File: src/rtl/ptl_pkg.sv
// Shared constants for the PCI target transaction logic.
// Assumes a 32-bit PCI bus sampled on the rising edge of one clock.
package ptl_pkg;

  // ****************************************
  // Bus widths and limits
  // ****************************************
  localparam int AD_W = 32;      // Address/data width
  localparam int BE_W = 4;       // Command/byte-enable width
  localparam int MAX_BARS = 6;   // Most resource blocks a function may ask for
  localparam int BAR_IDX_W = 3;  // Width of a window index
  localparam int BUF_DEPTH = 2;  // Entries in the request buffer

  // ****************************************
  // Bus commands taken in the address phase
  // ****************************************
  localparam logic [3:0] CMD_IO_RD = 4'h2;
  localparam logic [3:0] CMD_IO_WR = 4'h3;
  localparam logic [3:0] CMD_MEM_RD = 4'h6;
  localparam logic [3:0] CMD_MEM_WR = 4'h7;
  localparam logic [3:0] CMD_MEM_RD_MUL = 4'hc;
  localparam logic [3:0] CMD_MEM_RD_LINE = 4'he;
  localparam logic [3:0] CMD_MEM_WR_INV = 4'hf;

  // ****************************************
  // Burst and reset values
  // ****************************************
  localparam logic [AD_W-1:0] ADDR_STEP = 32'h0000_0004;  // One dword per data phase
  localparam logic [BE_W-1:0] READ_BE = 4'hf;              // Reads fetch all lanes
  localparam logic [AD_W-1:0] AD_RESET = 32'h0000_0000;
  localparam logic [1:0] COUNT_FULL = 2'h2;

  // Target sequencer states
  typedef enum logic [1:0] {
    PTL_IDLE = 2'b00,  // Waiting for an address phase on an idle bus
    PTL_DATA = 2'b01,  // Claimed, running data phases
    PTL_TURN = 2'b10,  // Driving strobes high one cycle before release
    PTL_SKIP = 2'b11   // Not ours, waiting for the bus to go quiet
  } ptl_state_e;

endpackage

File: src/rtl/ptl_target.sv
// Target side of 32-bit PCI transactions: claim, handshake, burst addressing.
// Assumes bus inputs are synchronous to clock and that the BAR bases
// come from a configuration block outside, aligned to the window size.

// Function
// - Address phase lasts exactly one clock
// - Capture address and command, then decode
// - Target generates sequential burst addresses itself
// - Claim decoded hit by asserting DEVSEL
// - Transfer exactly the enabled bytes; reads fetch all four lanes instead
// - Move data only when IRDY and TRDY
// - After last transfer deassert TRDY and DEVSEL
// - Bus idle only when all four high
// - Up to six memory or I/O windows
// - Register offsets relative to BAR base
module ptl_target #(
  parameter int NUM_BARS = ptl_pkg::MAX_BARS,     // Windows in use
  parameter int WIN_BITS = 8,                     // Log2 of window size in bytes
  parameter logic [ptl_pkg::MAX_BARS-1:0] BAR_IS_IO = 6'h3f  // Window space type
) (
  input wire logic clock,
  input wire logic rst_n,
  input wire logic frameN,               // Bus FRAME level
  input wire logic irdyN,                // Bus IRDY level
  input wire logic trdyNIn,              // Bus TRDY wire level
  input wire logic devselNIn,            // Bus DEVSEL wire level
  input wire logic [ptl_pkg::BE_W-1:0] cbeN,
  input wire logic [ptl_pkg::AD_W-1:0] adIn,
  input wire logic [NUM_BARS*ptl_pkg::AD_W-1:0] barBase,
  input wire logic [NUM_BARS-1:0] barEnable,
  output logic [ptl_pkg::AD_W-1:0] adOut,
  output logic adOe,
  output logic trdyN,
  output logic trdyOe,
  output logic devselN,
  output logic devselOe,
  output logic busIdle,
  output logic reqValid,
  input wire logic reqReady,
  output logic reqWrite,
  output logic [ptl_pkg::BAR_IDX_W-1:0] reqBar,
  output logic [WIN_BITS-1:0] reqOffset,
  output logic [ptl_pkg::AD_W-1:0] reqData,
  output logic [ptl_pkg::BE_W-1:0] reqByteEn,
  input wire logic rspValid,
  input wire logic [ptl_pkg::AD_W-1:0] rspData
);

  // ****************************************
  // Elaboration checks
  // ****************************************
  localparam int EW = 1 + ptl_pkg::BAR_IDX_W + WIN_BITS + ptl_pkg::AD_W + ptl_pkg::BE_W;

  // Window count and size must fit the decode
  generate
    if (NUM_BARS < 1 || NUM_BARS > ptl_pkg::MAX_BARS) begin : gBadBars
      $error("NUM_BARS must be 1 to 6");
    end
    if (WIN_BITS < 2 || WIN_BITS > 30) begin : gBadWin
      $error("WIN_BITS must be 2 to 30");
    end
  endgenerate

  // ****************************************
  // Declarations
  // ****************************************
  ptl_pkg::ptl_state_e stateReg, stateNext;  // Sequencer
  logic [ptl_pkg::AD_W-1:0] addrReg, addrNext;    // Current data phase address
  logic [ptl_pkg::AD_W-1:0] adOutReg, adOutNext;  // Read data driven out
  logic writeReg, writeNext;                      // Transaction direction
  logic [ptl_pkg::BAR_IDX_W-1:0] barReg, barNext; // Window that was hit
  logic pendReg, pendNext;                        // Read request outstanding
  logic trdyNReg, trdyNext;
  logic devselNReg, devselNext;
  logic trdyOeReg, trdyOeNext;
  logic devselOeReg, devselOeNext;
  logic adOeReg, adOeNext;
  logic busIdleReg, busIdleNext;                  // Bus was idle last cycle
  logic [NUM_BARS-1:0] hitVec;                    // Per window match
  logic hit;
  logic [ptl_pkg::BAR_IDX_W-1:0] hitIdx;
  logic cmdRead, cmdWrite, cmdIo;
  logic start;                                    // Address phase on idle bus
  logic xfer;                                     // Data moves at this edge
  logic push, pop;
  logic [EW-1:0] pushEntry;
  logic [EW-1:0] ent0Reg, ent0Next, ent1Reg, ent1Next;
  logic [1:0] countReg, countNext;
  logic validReg, validNext;
  logic room;                                     // Space after this edge

  // ****************************************
  // Address and command decode
  // ****************************************
  // command decode
  always_comb begin
    cmdRead = (cbeN == ptl_pkg::CMD_IO_RD) || (cbeN == ptl_pkg::CMD_MEM_RD) ||
              (cbeN == ptl_pkg::CMD_MEM_RD_MUL) || (cbeN == ptl_pkg::CMD_MEM_RD_LINE);
    cmdWrite = (cbeN == ptl_pkg::CMD_IO_WR) || (cbeN == ptl_pkg::CMD_MEM_WR) ||
               (cbeN == ptl_pkg::CMD_MEM_WR_INV);
    cmdIo = (cbeN == ptl_pkg::CMD_IO_RD) || (cbeN == ptl_pkg::CMD_IO_WR);
  end

  // One comparator per window; upper bits against the assigned base
  genvar gi;
  generate
    for (gi = 0; gi < NUM_BARS; gi++) begin : gWin
      assign hitVec[gi] = barEnable[gi] && (BAR_IS_IO[gi] == cmdIo) &&
        (adIn[ptl_pkg::AD_W-1:WIN_BITS] ==
         barBase[gi*ptl_pkg::AD_W+WIN_BITS +: ptl_pkg::AD_W-WIN_BITS]);
    end
  endgenerate

  // Lowest matching window wins; overlapping bases are a setup fault
  always_comb begin
    hit = 1'b0;
    hitIdx = '0;
    for (int i = NUM_BARS - 1; i >= 0; i--) begin
      if (hitVec[i]) begin
        hit = 1'b1;
        hitIdx = ptl_pkg::BAR_IDX_W'(i);
      end
    end
  end

  // address phase only after an idle cycle
  assign start = (stateReg == ptl_pkg::PTL_IDLE) && busIdleReg && !frameN;
  assign xfer = (stateReg == ptl_pkg::PTL_DATA) && !irdyN && !trdyNReg;
  assign pop = validReg && reqReady;

  // ****************************************
  // Target sequencer
  // ****************************************
  // Next values of the bus side state
  always_comb begin
    stateNext = stateReg;
    addrNext = addrReg;
    adOutNext = adOutReg;
    writeNext = writeReg;
    barNext = barReg;
    pendNext = pendReg;
    trdyNext = trdyNReg;
    devselNext = devselNReg;
    trdyOeNext = trdyOeReg;
    devselOeNext = devselOeReg;
    adOeNext = 1'b0;
    push = 1'b0;
    pushEntry = '0;
    // idle needs all four strobes high
    busIdleNext = frameN && irdyN && trdyNIn && devselNIn;
    case (stateReg)
      ptl_pkg::PTL_IDLE: begin
        if (start) begin
          addrNext = adIn;
          writeNext = cmdWrite;
          barNext = hitIdx;
          pendNext = 1'b0;
          if (hit && (cmdRead || cmdWrite)) begin
            stateNext = ptl_pkg::PTL_DATA;
            devselNext = 1'b0;
            devselOeNext = 1'b1;
            trdyOeNext = 1'b1;
            trdyNext = 1'b1;
          end else begin
            stateNext = ptl_pkg::PTL_SKIP;
          end
        end
      end
      ptl_pkg::PTL_DATA: begin
        // Read drive starts after the turnaround cycle
        adOeNext = !writeReg;
        if (writeReg) begin
          if (xfer) begin
            push = 1'b1;
            pushEntry = {1'b1, barReg, addrReg[WIN_BITS-1:0], adIn, ~cbeN};
          end
        end else if (!xfer && !pendReg && trdyNReg && validReg == 1'b0) begin
          // One read in flight keeps fetched data in order
          push = 1'b1;
          pendNext = 1'b1;
          pushEntry = {1'b0, barReg, addrReg[WIN_BITS-1:0], ptl_pkg::AD_RESET,
                       ptl_pkg::READ_BE};
        end
        if (xfer) begin
          addrNext = addrReg + ptl_pkg::ADDR_STEP;
        end
        if (writeReg) begin
          // TRDY only while the buffer can take the next word
          trdyNext = !room;
        end else if (xfer) begin
          trdyNext = 1'b1;
        end else if (pendReg && rspValid) begin
          adOutNext = rspData;
          trdyNext = 1'b0;
          pendNext = 1'b0;
        end
        if ((xfer && frameN) || (frameN && irdyN)) begin
          stateNext = ptl_pkg::PTL_TURN;
          trdyNext = 1'b1;
          devselNext = 1'b1;
          adOeNext = 1'b0;
        end
      end
      ptl_pkg::PTL_TURN: begin
        trdyOeNext = 1'b0;
        devselOeNext = 1'b0;
        // Straight to idle: the strobes are high now, so a new master may start next cycle
        stateNext = ptl_pkg::PTL_IDLE;
      end
      ptl_pkg::PTL_SKIP: begin
        if (frameN && irdyN) begin
          stateNext = ptl_pkg::PTL_IDLE;
        end
      end
      default: begin
        stateNext = ptl_pkg::PTL_IDLE;
      end
    endcase
  end

  // Registers of the bus side
  always_ff @(posedge clock or negedge rst_n) begin
    if (!rst_n) begin
      stateReg <= ptl_pkg::PTL_IDLE;
      addrReg <= ptl_pkg::AD_RESET;
      adOutReg <= ptl_pkg::AD_RESET;
      writeReg <= 1'b0;
      barReg <= '0;
      pendReg <= 1'b0;
      trdyNReg <= 1'b1;
      devselNReg <= 1'b1;
      trdyOeReg <= 1'b0;
      devselOeReg <= 1'b0;
      adOeReg <= 1'b0;
      busIdleReg <= 1'b1;
    end else begin
      stateReg <= stateNext;
      addrReg <= addrNext;
      adOutReg <= adOutNext;
      writeReg <= writeNext;
      barReg <= barNext;
      pendReg <= pendNext;
      trdyNReg <= trdyNext;
      devselNReg <= devselNext;
      trdyOeReg <= trdyOeNext;
      devselOeReg <= devselOeNext;
      adOeReg <= adOeNext;
      busIdleReg <= busIdleNext;
    end
  end

  // ****************************************
  // Two-entry request buffer
  // ****************************************
  // Entry 0 is the head, so outputs come straight from its flops
  always_comb begin
    ent0Next = ent0Reg;
    ent1Next = ent1Reg;
    countNext = countReg;
    case ({push, pop})
      2'b10: begin
        if (countReg == 2'h0) begin
          ent0Next = pushEntry;
        end else begin
          ent1Next = pushEntry;
        end
        countNext = countReg + 2'h1;
      end
      2'b01: begin
        ent0Next = ent1Reg;
        countNext = countReg - 2'h1;
      end
      2'b11: begin
        if (countReg == 2'h1) begin
          ent0Next = pushEntry;
        end else begin
          ent0Next = ent1Reg;
          ent1Next = pushEntry;
        end
      end
      default: begin
        countNext = countReg;
      end
    endcase
    validNext = (countNext != 2'h0);
    // Stall the next phase when the receiver falls behind
    room = (countNext != ptl_pkg::COUNT_FULL);
  end

  // Buffer registers
  always_ff @(posedge clock or negedge rst_n) begin
    if (!rst_n) begin
      ent0Reg <= '0;
      ent1Reg <= '0;
      countReg <= 2'h0;
      validReg <= 1'b0;
    end else begin
      ent0Reg <= ent0Next;
      ent1Reg <= ent1Next;
      countReg <= countNext;
      validReg <= validNext;
    end
  end

  // ****************************************
  // Outputs
  // ****************************************
  assign adOut = adOutReg;
  assign adOe = adOeReg;
  assign trdyN = trdyNReg;
  assign trdyOe = trdyOeReg;
  assign devselN = devselNReg;
  assign devselOe = devselOeReg;
  assign busIdle = busIdleReg;
  assign reqValid = validReg;
  assign {reqWrite, reqBar, reqOffset, reqData, reqByteEn} = ent0Reg;
endmodule

File: config.mk
export PLATFORM = sky130hd
export DESIGN_NAME = ptl_target
export DESIGN_NICKNAME = d
export VERILOG_FILES = /design/src/rtl/ptl_pkg.sv /design/src/rtl/ptl_target.sv
export SDC_FILE = /design/constraint.sdc
export NUM_CORES = 1
export LEC_CHECK = 0
export BUFFER_PORTS_ARGS = -buffer_cell sky130_fd_sc_hd__clkbuf_2
export CORE_MARGIN = 2
export CORE_UTILIZATION = 30
export CTS_CLUSTER_DIAMETER = 40
export DETAILED_ROUTE_END_ITERATION = 12
export SLEW_MARGIN = 20
export SYNTH_ARGS = -nofsm -noshare
export SYNTH_HDL_FRONTEND = slang
export SYNTH_SLANG_ARGS = --single-unit
File: constraint.sdc
create_clock -name clock -period 3.2 [get_ports clock]
set_input_delay 0.32 -clock clock [delete_from_list [all_inputs] [get_ports clock]]
set_output_delay 0.32 -clock clock [all_outputs]
set_load 0.05 [all_outputs]
Word level (Yosys, flattened, before mapping)

Index checks and enable logic that the tools add are counted.

Bits in registers: 175
Input port bits: 274
Output and inout bits: 87
Word-level logic and storage cells: 166

Add/sub/neg operators: 3
Eq/ne operators: 30
Multiplexer cells: 56
Bitwise gates (word level): 4
Reduce and logical (&&, ||, !) cells: 58

Operators with widths:

| cell                                                | count |
|---|---|
| 2-to-1 mux 48 bit                                   | 7 |
| equality test 24 bit                                | 6 |
| case mux 48 bit (3 select lines)                    | 1 |
| case mux 48 bit (2 select lines)                    | 1 |
| 2-to-1 mux 32 bit                                   | 2 |
| case mux 32 bit (2 select lines)                    | 1 |
| 2-to-1 mux 47 bit                                   | 1 |
| adder 32 x 3 -> 32 bit, second input constant       | 1 |
| 2-to-1 mux 1 bit                                    | 27 |
| logical AND 1 bit                                   | 26 |
| 2-to-1 mux 3 bit                                    | 6 |
| != test 2 bit, second input constant                | 7 |
| equality test 4 bit, second input constant          | 3 |
| AND reduction 3 bit                                 | 4 |
| AND reduction 4 bit                                 | 3 |
| equality test 2 bit, second input constant          | 4 |
| equality test 4 x 2 -> 1 bit, second input constant | 2 |
| equality test 4 x 3 -> 1 bit, second input constant | 2 |
| logical OR 1 bit                                    | 8 |
| 2-to-1 mux 2 bit                                    | 4 |
| case mux 1 bit (2 select lines)                     | 4 |
| case mux 2 bit (4 select lines)                     | 1 |
| nonzero test 2 bit                                  | 4 |
| logical NOT 1 bit                                   | 7 |
| 11 further kinds                                    | 19 |

Longest topological paths before layout

Depth after elaboration: 17
Mapped depth: 14
Mapped depth without buffers: 11

Worst setup path after synthesis

Ideal clock, no wire load.

Kind: register -> register
From: register trdyNReg, in the netlist trdyN
To: register ent1Reg[27]
Arrival: 3100 ps
Data required time: 3134 ps
Path slack: 34 ps
Cell stages (with the launch flop): 14
Period minus slack after synthesis: 3166 ps
Cells stage by stage: dfstp_2 > buf_2 > nor4b_1 > a21oi_1 > nand2b_1 > inv_1 > buf_2 > ha_1 > o21ai_0 > a21o_1 > clkbuf_1 > nor2_1 > clkbuf_1 > a22o_1

Longest elaborated chain between the ends: 12
Elaborated cells on any way between the ends: 22
Classes of those cells: 4 x eq/ne; 10 x mux; 8 x reduce/logical

RTL lines:

| item                                                                 | line              | RTL |
|---|---|---|
| start, declared                                                      | ptl_target.sv:73  | `logic trdyNReg, trdyNext;` |
| start signal, assigned                                               | ptl_target.sv:243 | `trdyNReg <= trdyNext;` |
| logical NOT 1 bit                                                    | ptl_target.sv:128 | `assign xfer = (stateReg == ptl_pkg::PTL_DATA) && !irdyN && !trdyNReg;` |
| logical AND 1 bit                                                    | ptl_target.sv:128 |  |
| logical NOT 1 bit                                                    | ptl_target.sv:177 | `end else if (!xfer && !pendReg && trdyNReg && validReg == 1'b0) begin` |
| logical AND 1 bit (3 in a row)                                       | ptl_target.sv:177 |  |
| 2-to-1 mux 1 bit                                                     | ptl_target.sv:177 |  |
| 2-to-1 mux 1 bit                                                     | ptl_target.sv:172 | `if (writeReg) begin` |
| 2-to-1 mux 1 bit                                                     | ptl_target.sv:151 | `case (stateReg)` |
| equality test 2 bit                                                  | ptl_target.sv:260 | `case ({push, pop})` |
| != test 2 bit (no source line) or nonzero test 2 bit (tied branches) | --                |  |
| AND reduction 3 bit (no source line)                                 | --                |  |
| end signal, assigned                                                 | ptl_target.sv:299 | `ent1Reg <= ent1Next;` |
| end, declared                                                        | ptl_target.sv:87  | `logic [EW-1:0] ent0Reg, ent0Next, ent1Reg, ent1Next;` |

Parallel ways exist; a longest one is shown, timed or not. The select of a mux whose other input is x is not followed.
A chain may end at the register's enable or synchronous reset.

Worst setup path in the final report

From: register trdyNReg, in the netlist trdyN
To: register ent1Reg[1]

Same word-level chain as after synthesis.

==> metrics.md <==
| Metric | Value |
|---|---|
| Filler Cell Count | `2656` |
| Final Max Tran Viols | `0` |
| Clock buffer depth | `2` |
| Clock latency on the worst-skew pair | `between 0.4 and 0.5 ns` |
| Reg2reg end | `ent1Reg[1]$_DFFE_PN0P_` |
| Clock Skews | `~0.016 ns` |
| Starting Density | `0.3049` |
| Boundary Pins | `about 360` |
| Initial antenna violation count | `0` |
| Hold slack | `~0.062 ns` |
| Hold Path Origin | `trdyNIn` |
| Total gr overflow | `0` |
| Cell Area, Synth | `a little over 0.008 sq mm` |
| Final min period | `approximately 2.7 ns` |
| DRC viols | `0` |
| DP HPWL | `roughly 22000 um` |
| I/O Buffers | `roughly 310` |
| Vias/cell | `between 4 and 5` |
| Area growth from synthesis to layout | `29.77%` |
| Hold Path End | `busIdle$_DFF_PN1_` |
| CTS H-tree depth | `4` |
| CP arrival | `a little over 3 ns` |
| FP Rows | `60` |
| Slew margin rel. | `0.5200` |
| Nets@finish | `1390` |
| Crit path kind | `flop to flop` |
| Syn. warnings | `0` |
| Worst-path clk slew | `approximately 0.070 ns` |
| Start of the worst register-to-register path | `trdyN$_DFFE_PN1P_` |
| Die width | `between 150 and 200 um` |
| Pre-antenna DRT Iters | `4` |
| Routed wire length | `between 20000 and 30000 um` |
| Top cells by area, synth | `dfrtp_1, xnor2_1, a22oi_1, a21oi_1, a22o_1` |
| Share of cells above drive strength 1 | `0.3476` |
| GPL Wtd Cong | `just under 0.9` |
| Post-Synthesis Cells | `around 830` |
| Remaining antenna violation count after routing | `0` |
| Setup-failing EPs final | `0` |
| Syn nets | `1106` |
| Share of the synthesized area in the top cell type | `0.4507` |
| Sequential area share after synthesis | `0.4603` |
| Post CTS Setup Buffer Count | `0` |
| Chip height | `169.5 um` |
| Slew @ Worst Pin | `about 0.72 ns` |
| Status | `completed` |
| RSZ-0062 raised after global routing | `false` |
| Distinct cells, synth | `48` |
| Core Area | `0.02695 sq mm` |
| LEAKAGE | `~0.0050 uW` |
| Vias in the first global route | `roughly 7.3k` |
| FF+latch count, synth | `roughly 150` |
| Pwr/cell area | `632.6 mW/mm^2` |
| Avg WL per Cell | `around 19 um` |
| Crit start category | `flop` |
| CP Max Fanout | `28` |
| ANT cells | `0` |
| Yosys top cell by area | `dfrtp_1` |
| Final Hold Viols | `0` |
| Clock Tree Root | `clkbuf_16` |
| Tcrit/Tclk final | `0.8586` |
| Number of maximum-capacitance violations | `0` |
| Required time of the critical path | `roughly 3.5 ns` |
| Hold WC Path Type | `primary input to flop` |
| Number of sinks on the clock net | `between 150 and 200` |
| Hold Path Depth | `3` |
| DRT iter0 DRCs | `between 500 and 600` |
| First-pass GRT wire length | `~42000 um` |
| GRT Overall Usage | `0.1942` |
| Reg2reg path depth | `10` |
| Pin count of the biggest net entering global routing | `74` |
| DR vias | `around 7.3k` |
| Peak supply drop | `around 0.37 mV` |
| CTS tree | `yes` |
| Fmax | `between 300 and 400 MHz` |
| Num CTS Buffers | `17` |
| Die area | `roughly 0.029 sq mm` |
| FF-to-FF setup slack | `around 0.45 ns` |
| Setup TNS | `0 ns` |
| Syn Area/Cell | `between 9 and 10 sq um` |
| Crit. End Element | `flop` |
==> state kept, by name, indices dropped and copies added (netlist names) <==
| register | flops |
|---|---|
| trdyN | 1 |
| writeReg | 1 |
| devselOe | 1 |
| busIdle | 1 |
| addrReg | 8 |
| adOut | 32 |
| pendReg | 1 |
| ent1Reg | 48 |
| ent0Reg | 48 |
| stateReg | 2 |
| barReg | 3 |
| adOe | 1 |
| countReg | 2 |
| devselN | 1 |
| reqValid | 1 |
==> synthesized netlist by cell type (all sizes together) <==
cell / instances
nor3b: 2
buf: 36
o2111ai: 1
and3: 4
dfrtp: 148
xor2: 8
dfstp: 3
a22o: 37
ha: 7
o21ai: 10
clkbuf: 30
a21oi: 72
mux2: 33
or3: 1
inv: 11
a22oi: 50
nor2: 72
o41a: 1
nand2: 59
a31oi: 3
a211oi: 1
o31ai: 4
a21o: 2
nor3: 14
mux2i: 2
nor4: 13
nor4b: 2
o211ai: 1
nand4: 32
or4: 2
o22ai: 3
nand2b: 7
nand3: 15
nor2b: 2
a21boi: 1
xnor2: 136
==> cell families after synthesis <==
| group | Yosys count | share of synthesized area |
|---|---|---|
| AOI/OAI and AO/OA | 186 | 0.1503 |
| and+or+nand+nor | 225 | 0.1337 |
| muxes | 35 | 0.04766 |
| adders and majority gates | 7 | 0.01066 |
| DFF | 151 | 0.4603 |
| xor gates and xnor gates | 144 | 0.1535 |
| buffers and inverters | 77 | 0.04400 |
==> cells in the final DEF (no fill, tap or decap), drive strengths merged, types with 32 or more instances in the layout <==
| master | Yosys | final |
|---|---|---|
| dfrtp | 148 | 148 |
| mux2 | 33 | 33 |
| nor2 | 72 | 72 |
| a21oi | 72 | 72 |
| nand4 | 32 | 32 |
| a22o | 37 | 37 |
| nand2 | 59 | 59 |
| xnor2 | 136 | 136 |
| a22oi | 50 | 50 |
| clkbuf | 30 | 331 |
==> where the power goes <==
| group | switching (uW) | leakage, uW | internal [uW] |
|---|---|---|---|
| Clock | 847 | 0.000285 | 1190 |
| Combinational | 1650 | 0.00274 | 598 |
| Sequential | 222 | 0.00203 | 2240 |
| Total | 2720 | 0.00505 | 4020 |
==> critical path: stages, from the launching register on <==
cell	delay, ns
dfstp_2	0.61
nor2_1	0.12
a21oi_1	0.18
nand2b_1	0.30
inv_1	0.13
ha_1	0.29
o21ai_0	0.25
a21o_2	0.16
buf_4	0.32
a21oi_1	0.08
a22o_1	0.19
==> final cells by class <==
class	count	area (sq um)	share of cell area
clock buffer	20	446.7	0.04189
clock inverter	12	142.6	0.01338
inverter	11	41.29	0.003872
multi-input combinational	597	4099	0.3844
sequential	151	3782	0.3547
tap	341	426.7	0.04001
timing repair buffer	331	1725	0.1618
==> worst max path at each step <==
stage                            startpoint                      end  slack, ns  cells past startpoint
after floorplan           trdyN$_DFFE_PN1P_  ent1Reg[27]$_DFFE_PN0P_       0.03                     13
after global placement    trdyN$_DFFE_PN1P_   ent1Reg[1]$_DFFE_PN0P_       0.54                     10
after detailed placement  trdyN$_DFFE_PN1P_   ent1Reg[1]$_DFFE_PN0P_       0.53                     11
after CTS                 trdyN$_DFFE_PN1P_   ent1Reg[1]$_DFFE_PN0P_       0.45                     10
after global routing      trdyN$_DFFE_PN1P_   ent1Reg[1]$_DFFE_PN0P_       0.22                     11
final                     trdyN$_DFFE_PN1P_   ent1Reg[1]$_DFFE_PN0P_       0.45                     10
==> metrics by stage <==
step                      setup WS [ns]  area, sq um    util  power [uW]  cells
final                            0.4525        10660  0.3957        6746   1463
after global routing             0.2238        10660  0.3957        7088   1463
after CTS                        0.4467        10660  0.3957        6835   1463
after detailed placement         0.5322        10060  0.3734        4777   1430
after global placement           0.5362        10060  0.3734        4751   1430
after floorplan                 0.03377         8218       -        4041    825
==> per-layer routing <==
metal | share of wire | vias to the layer above | routed length, um | track usage
met5 | 0.00018 | - | 5 | 0
met4 | 0.029 | 2 | 818 | 0.06726
met3 | 0.056 | 36 | 1574 | 0.04174
met2 | 0.52 | 301 | 14510 | 0.3517
met1 | 0.40 | 3474 | 11130 | 0.2265
li1 | - | 3474 | - | -
==> what timing repair did <==
action                                 CTS  global route
endpoints found under the hold margin   67             0
hold buffers                             1             0
resized for setup                        0             0
Power figures use the tool's default switching activity.
